--- src/inc/pced_defs.svh ---
// Purpose: address map, field positions and reset values of the pin change detector
// Assumes: APB byte addresses, one aligned 32-bit word per register
// Notes:   definitions only
`ifndef PCED_DEFS_SVH
`define PCED_DEFS_SVH

`define PCED_AW          8
`define PCED_OFF_B_RISE  8'h00
`define PCED_OFF_B_FALL  8'h04
`define PCED_OFF_B_FLAG  8'h08
`define PCED_OFF_C_RISE  8'h0c
`define PCED_OFF_C_FALL  8'h10
`define PCED_OFF_C_FLAG  8'h14
`define PCED_OFF_E_RISE  8'h18
`define PCED_OFF_E_FALL  8'h1c
`define PCED_OFF_E_FLAG  8'h20
`define PCED_OFF_CTRL    8'h24
`define PCED_OFF_IRQ_ST  8'h28
`define PCED_OFF_IRQ_MSK 8'h2c
`define PCED_OFF_SUMMARY 8'h30

`define PCED_B_LSB       0
`define PCED_C_LSB       8
`define PCED_E_IDX       16
`define PCED_E_BIT       3
`define PCED_CTRL_MASTER 0
`define PCED_EVT_B       0
`define PCED_EVT_C       1
`define PCED_EVT_E       2
`define PCED_SUM_BIT     0

`define PCED_RST_PINS    17'h00000
`define PCED_RST_EVT     3'h0
`define PCED_RST_WORD    32'h0000_0000

`endif

--- src/inc/pced_pkg.sv ---
// Purpose: types shared by the pin change detector
// Assumes: ports b and c are eight pins wide, port e has one pin
// Notes:   pins travel packed, port b in the low byte
package pced_pkg;

	typedef struct packed {
		logic       e3;
		logic [7:0] c;
		logic [7:0] b;
	} pced_pins_t;

	typedef logic [16:0] pced_pvec_t;

	typedef enum logic [1:0] {
		PCED_IDLE = 2'b00,
		PCED_ACC  = 2'b01
	} pced_phase_t;

	typedef struct packed {
		pced_phase_t phase;
		logic        pready;
		logic        pslverr;
		logic [31:0] prdata;
		pced_pvec_t  sync1;
		pced_pvec_t  sync2;
		pced_pvec_t  sync3;
		pced_pvec_t  filt;
		pced_pvec_t  rise_en;
		pced_pvec_t  fall_en;
		pced_pvec_t  flags;
		logic        master_en;
		logic [2:0]  irq_status;
		logic [2:0]  irq_mask;
		logic        irq;
		logic        summary;
	} pced_state_t;

endpackage

--- src/logic/pced_top.sv ---
// Purpose: pin change edge detector for ports b, c and pin 3 of port e, APB slave
// Assumes: pins are asynchronous to pclk; zero-wait APB answers
`include "pced_defs.svh"
`timescale 1ns/1ps
`default_nettype none

module pced_top #(
	parameter int PORT_W = 8
) (
	input  wire logic                 pclk,
	input  wire logic                 presetn,
	input  wire logic                 psel,
	input  wire logic                 penable,
	input  wire logic                 pwrite,
	input  wire logic [`PCED_AW-1:0]  paddr,
	input  wire logic [31:0]          pwdata,
	output logic      [31:0]          prdata,
	output logic                      pready,
	output logic                      pslverr,
	input  wire pced_pkg::pced_pins_t pin_in,
	output logic                      summary_change_flag,
	output logic                      irq
);

	////////////////////////////////////////////////////////////////////////////
	// the packed pin layout fixes the port width
	generate
		if (PORT_W != 8) begin : g_bad_width
			$error("pced_top: PORT_W must be 8");
		end
	endgenerate

	pced_pkg::pced_state_t s;
	pced_pkg::pced_state_t n;
	pced_pkg::pced_pvec_t  pin_v;
	pced_pkg::pced_pvec_t  agree;
	pced_pkg::pced_pvec_t  rise;
	pced_pkg::pced_pvec_t  fall;
	pced_pkg::pced_pvec_t  hit;
	pced_pkg::pced_pvec_t  flag_wr;
	logic [7:0]            rd;
	logic                  rd_err;
	logic                  wr;
	logic                  wr_flag;
	logic [2:0]            evt;
	logic [2:0]            w1c;

	assign pin_v = pin_in;

	////////////////////////////////////////////////////////////////////////////
	// read decode, unimplemented port e bits stay zero
	always_comb begin
		rd     = 8'h00;
		rd_err = 1'b0;
		case (paddr)
			`PCED_OFF_B_RISE: begin
				rd = s.rise_en[`PCED_B_LSB +: 8];
			end
			`PCED_OFF_B_FALL: begin
				rd = s.fall_en[`PCED_B_LSB +: 8];
			end
			`PCED_OFF_B_FLAG: begin
				rd = s.flags[`PCED_B_LSB +: 8];
			end
			`PCED_OFF_C_RISE: begin
				rd = s.rise_en[`PCED_C_LSB +: 8];
			end
			`PCED_OFF_C_FALL: begin
				rd = s.fall_en[`PCED_C_LSB +: 8];
			end
			`PCED_OFF_C_FLAG: begin
				rd = s.flags[`PCED_C_LSB +: 8];
			end
			`PCED_OFF_E_RISE: begin
				rd[`PCED_E_BIT] = s.rise_en[`PCED_E_IDX];
			end
			`PCED_OFF_E_FALL: begin
				rd[`PCED_E_BIT] = s.fall_en[`PCED_E_IDX];
			end
			`PCED_OFF_E_FLAG: begin
				rd[`PCED_E_BIT] = s.flags[`PCED_E_IDX];
			end
			`PCED_OFF_CTRL: begin
				rd[`PCED_CTRL_MASTER] = s.master_en;
			end
			`PCED_OFF_IRQ_ST: begin
				rd[2:0] = s.irq_status;
			end
			`PCED_OFF_IRQ_MSK: begin
				rd[2:0] = s.irq_mask;
			end
			`PCED_OFF_SUMMARY: begin
				rd[`PCED_SUM_BIT] = s.summary;
			end
			default: begin
				rd_err = 1'b1;
			end
		endcase
	end

	////////////////////////////////////////////////////////////////////////////
	// next state
	always_comb begin
		n = s;
		// three stages; first stage feeds only the second
		n.sync1 = pin_v;
		n.sync2 = s.sync1;
		n.sync3 = s.sync2;
		// a change counts once stages two and three agree
		agree  = ~(s.sync2 ^ s.sync3);
		n.filt = (agree & s.sync3) | (~agree & s.filt);
		// compare against last accepted level, one-cycle pulse
		rise = agree & s.sync3 & ~s.filt & s.rise_en;
		fall = agree & ~s.sync3 & s.filt & s.fall_en;
		hit  = rise | fall;

		// write takes effect at the access edge only
		wr      = (s.phase == pced_pkg::PCED_ACC) & psel & penable & pwrite & ~s.pslverr;
		wr_flag = 1'b0;
		flag_wr = s.flags;
		w1c     = `PCED_RST_EVT;
		if (wr) begin
			case (paddr)
				`PCED_OFF_B_RISE: begin
					n.rise_en[`PCED_B_LSB +: 8] = pwdata[7:0];
				end
				`PCED_OFF_B_FALL: begin
					n.fall_en[`PCED_B_LSB +: 8] = pwdata[7:0];
				end
				`PCED_OFF_B_FLAG: begin
					flag_wr[`PCED_B_LSB +: 8] = pwdata[7:0];
					wr_flag = 1'b1;
				end
				`PCED_OFF_C_RISE: begin
					n.rise_en[`PCED_C_LSB +: 8] = pwdata[7:0];
				end
				`PCED_OFF_C_FALL: begin
					n.fall_en[`PCED_C_LSB +: 8] = pwdata[7:0];
				end
				`PCED_OFF_C_FLAG: begin
					flag_wr[`PCED_C_LSB +: 8] = pwdata[7:0];
					wr_flag = 1'b1;
				end
				`PCED_OFF_E_RISE: begin
					n.rise_en[`PCED_E_IDX] = pwdata[`PCED_E_BIT];
				end
				`PCED_OFF_E_FALL: begin
					n.fall_en[`PCED_E_IDX] = pwdata[`PCED_E_BIT];
				end
				`PCED_OFF_E_FLAG: begin
					flag_wr[`PCED_E_IDX] = pwdata[`PCED_E_BIT];
					wr_flag = 1'b1;
				end
				`PCED_OFF_CTRL: begin
					n.master_en = pwdata[`PCED_CTRL_MASTER];
				end
				`PCED_OFF_IRQ_ST: begin
					w1c = pwdata[2:0];
				end
				`PCED_OFF_IRQ_MSK: begin
					n.irq_mask = pwdata[2:0];
				end
				default: begin
					w1c = `PCED_RST_EVT;
				end
			endcase
		end
		// hardware set wins over any software write
		n.flags   = flag_wr | hit;
		n.summary = |n.flags;

		evt[`PCED_EVT_B] = |hit[`PCED_B_LSB +: 8];
		evt[`PCED_EVT_C] = |hit[`PCED_C_LSB +: 8];
		evt[`PCED_EVT_E] = hit[`PCED_E_IDX];
		n.irq_status     = (s.irq_status & ~w1c) | evt;
		// detection runs regardless; only the request is gated
		n.irq = n.master_en & |(n.irq_status & n.irq_mask);

		// apb phases; read data taken at the setup edge
		case (s.phase)
			pced_pkg::PCED_IDLE: begin
				if (psel & ~penable) begin
					n.phase   = pced_pkg::PCED_ACC;
					n.pready  = 1'b1;
					n.pslverr = rd_err;
					n.prdata  = {24'h00_0000, rd};
				end
			end
			pced_pkg::PCED_ACC: begin
				n.phase   = pced_pkg::PCED_IDLE;
				n.pready  = 1'b0;
				n.pslverr = 1'b0;
				n.prdata  = `PCED_RST_WORD;
			end
			default: begin
				n.phase  = pced_pkg::PCED_IDLE;
				n.pready = 1'b0;
			end
		endcase
	end

	////////////////////////////////////////////////////////////////////////////
	// all state clears on any reset
	always_ff @(posedge pclk or negedge presetn) begin
		if (!presetn) begin
			s <= '0;
		end else begin
			s <= n;
		end
	end

	assign prdata              = s.prdata;
	assign pready              = s.pready;
	assign pslverr             = s.pslverr;
	assign summary_change_flag = s.summary;
	assign irq                 = s.irq;
endmodule

`default_nettype wire

--- config.mk ---
export PLATFORM = sky130hd
export DESIGN_NAME = pced_top
export DESIGN_NICKNAME = d
export VERILOG_FILES = /design/src/inc/pced_pkg.sv /design/src/logic/pced_top.sv
export VERILOG_INCLUDE_DIRS = /design/src /design/src/inc
export SDC_FILE = /design/constraint.sdc
export NUM_CORES = 1
export LEC_CHECK = 0
export BUFFER_PORTS_ARGS = -buffer_cell sky130_fd_sc_hd__buf_2
export CAP_MARGIN = 20
export CORE_MARGIN = 2
export CORE_UTILIZATION = 55
export CTS_CLUSTER_DIAMETER = 30
export DETAILED_ROUTE_END_ITERATION = 10
export PLACE_DENSITY_LB_ADDON = 0.05
export SLEW_MARGIN = 20
export SYNTH_ARGS = -nofsm -noshare
export SYNTH_HDL_FRONTEND = slang
export SYNTH_SLANG_ARGS = --single-unit
--- constraint.sdc ---
create_clock -name pclk -period 3.19 [get_ports pclk]
set_clock_uncertainty 0.1 [all_clocks]
set_input_delay 0.4785 -clock pclk [delete_from_list [all_inputs] [get_ports pclk]]
set_output_delay 0.4785 -clock pclk [all_outputs]
set_load 0.005 [all_outputs]
==> key figures <==
Status
  – Status: finished clean

CTS
  – Clock transition at path regs: 0.06 ns
  – CTS Sinks: 138
  – CTS tree: yes
  – CTS Buf Count: 17
  – Worst-skew pair later-pin latency: 0.43 ns
  – Post-cts repair resize count: 0
  – Htree depth: 4
  – Longest Clk Path Bufs: 2
  – Clock root buffer: clkbuf_16
  – Post-CTS setup buffer count: 0

Routing
  – Detail Route Antenna Nets: 0
  – Drt drc: 0
  – Drt wl/cell: 18.13 um
  – Iteration-0 DRC Markers: 273
  – Vias: 4,449
  – Drt first pass iters: 5
  – Post-DR vias/cell: 5.617
  – Final wirelength: 14,360 um

Global routing
  – Largest net degree at the start of global routing: 71
  – Initial antenna violation count: 0
  – First-pass GRT wire length: 23,800 um
  – Total GRT Usage: 0.2490
  – Gr ovfl total: 0
  – Number of global-route vias before repair: 4,505

Synthesis
  – Seq cells post-synth: 138
  – Register area share after synthesis: 0.5364
  – Synth Cell Area: 0.006437 mm^2
  – EDFF count, synth: 0
  – Post-synth top area share: 0.5364
  – Ranking of synthesized cells by area: dfrtp_1, ha_1, mux2_2
  – Yosys cell types: 60
  – Leading area contributor after synthesis: dfrtp_1
  – Async SR Flop Fraction: 1.000
  – Post-Synthesis Cells: 565
  – YS warnings: 0
  – Syn Area/Cell: 11.39 um^2
  – Primary FF master, synth: dfrtp_1

Critical path
  – Setup crit start kind: input pin
  – Max FO, Critical Path: 13
  – Worst path required time: 3.39 ns
  – Register-to-Register Setup Slack: 0.83 ns
  – CP Capture Type: register
  – Crit path from: paddr[5]
  – Worst r2r src: pslverr
  – Worst r2r path cells: 6
  – Critical path capture point: summary_change_flag
  – WS Path Type: in2reg
  – Crit Reg-Reg Endpoint: summary_change_flag
  – Arr. time, crit path: 2.62 ns

Finish
  – Fillers: 906
  – Inserted Diodes: 0
  – Post-Layout Inst Area: 0.007440 mm^2
  – Fin util: 0.6515
  – P&R area growth vs syn: 15.57%
  – Share of cells above drive strength 1: 0.2450
  – # nets final: 732

Pwr
  – Comb pwr share: 0.056
  – Pleak: 3.624 nW
  – Switching power: 957.1 uW
  – VDD IR max: 755.0 uV
  – P per Cell Area: 548.4 mW/mm^2
  – Clock share of power: 0.485
  – Flop pwr share: 0.459
  – Switching Fraction: 0.2346
  – Internal: 3.123 mW

Worst hold path
  – Worst hold path class: in2reg

Timing
  – Slew @ Worst Pin: 0.6307 ns
  – Worst slew margin: 0.5796
  – RSZ-0062 raised after global routing: false
  – Final period utilization: 0.7575
  – Max Clk Rate: 413.8 MHz
  – Crit path time final: 2.416 ns
  – Setup Total Neg Slack: 0 ns
  – Slew Viols, Final: 0
  – Final setup vio count: 0
  – Hold Violations, Final: 0
  – Hold slack: 0.05326 ns

Placement
  – I/O Buffers: 49
  – Gpl congestion: 0.8879
  – Detailed Place HPWL: 10,560 um
  – Placed cell areas: 0.006823 mm^2

Die
  – Die width: 112.2 um
  – Total core area: 0.01142 mm^2
  – Site row count: 39
  – Total die area: 0.01259 mm^2
  – Die Span Y: 112.2 um
  – I/O Pins: 98
  – Initial Util: 0.5638

Job
  – Max-Cap Viols: 0
## synth_stat cells, drive strengths merged (3+ instances only)
cell type / instances
mux4: 5
nor3: 7
or4b: 3
nor2: 8
buf: 37
a221oi: 3
dfrtp: 138
nand3: 21
nor4b: 4
inv: 41
mux2i: 5
nand4: 12
a22oi: 4
a21oi: 7
o21ai: 52
a31oi: 5
nand2: 76
ha: 34
nor4: 10
nand3b: 7
mux2: 37
a22o: 11
a211o: 3
and3: 3
clkbuf: 6
## critical path, stage by stage
cell and delay (ns):
buf_2 0.17, or4_1 0.69, o41a_1 0.39, a211o_1 0.29
or3b_1 0.37, nor4_2 0.14, nand3_1 0.09
## worst min path at each step
stage          slack [ns]                    endpoint  depth (start not counted)       start
4_1_cts              0.04                       n[94]                          1   pin_in[0]
3_5_place_dp         0.23                       n[87]                          0      n[104]
5_1_grt              0.04                      n[106]                          1  pin_in[12]
3_3_place_gp         0.23                       n[88]                          0      n[105]
6_report             0.05                       n[94]                          1   pin_in[0]
2_1_floorplan        0.08  asynchronous set/reset pin                          0     presetn
## cell families (layout without fill, tap and decap cells)
logic type                 after synthesis  in the layout  share of synthesized area
other                                    1             24                  0.0005825
DFF                                    138            138                     0.5364
muxes                                   47             47                    0.08999
adders and majority gates               34             34                    0.06608
and+or+nand+nor                        161            161                     0.1376
AOI/OAI and AO/OA                      100            100                    0.09932
buffers and inverters                   84            145                    0.06997
## power by group through the flow
stage | Combinational [mW] | Clock [mW] | Sequential [mW]
6_report | 0.228 | 1.98 | 1.87
4_1_cts | 0.231 | 2.01 | 1.87
5_1_grt | 0.266 | 2.10 | 1.88
3_5_place_dp | 0.228 | 0 | 1.90
2_1_floorplan | 0.141 | 0 | 1.89
3_3_place_gp | 0.219 | 0 | 1.90
## routing by layer
layer,up-vias,routed length [um],track usage
li1,2094,-,-
met1,2169,6362,0.3405
met2,156,6576,0.3799
met3,30,1054,0.06641
met4,0,368,0.1057
met5,-,0,0
## layout make-up
| type | count | area, um^2 | share of cell area |
|---|---|---|---|
| Inverter | 41 | 153.9 | 0.02069 |
| Sequential cell | 138 | 3453 | 0.4642 |
| Clock inverter | 12 | 140.1 | 0.01884 |
| Multi-Input combinational cell | 366 | 2620 | 0.3522 |
| Timing Repair Buffer | 72 | 426.7 | 0.05735 |
| Tap cell | 143 | 178.9 | 0.02405 |
| Clock buffer | 20 | 466.7 | 0.06273 |
## per-stage QoR
stage	setup WS (ns)	power [mW]	std cells
3_5_place_dp	0.3402	2.132	759
4_1_cts	0.7836	4.113	792
2_1_floorplan	0.5453	2.031	588
5_1_grt	0.6326	4.245	792
3_3_place_gp	0.3275	2.116	759
6_report	0.7735	4.080	792
## placed cells by master, fill, tap and decap left out, types with 7 or more instances in the layout
| cell | n |
|---|---|
| o21ai_0 | 52 |
| buf_2 | 48 |
| nand3_1 | 21 |
| dfrtp_1 | 138 |
| nand4_1 | 12 |
| a22o_1 | 11 |
| inv_1 | 41 |
| nand2_1 | 75 |
| mux2_2 | 37 |
| conb_1 | 24 |
| a21oi_1 | 7 |
| nor2_1 | 8 |
| ha_1 | 34 |
| buf_4 | 22 |
| clkbuf_16 | 17 |
## what timing repair did
item,CTS,global route
hold buffers,1,0
endpoints found under the hold margin,67,0
endpoints found under the setup margin,0,0
(Power assumes the default switching activity.)
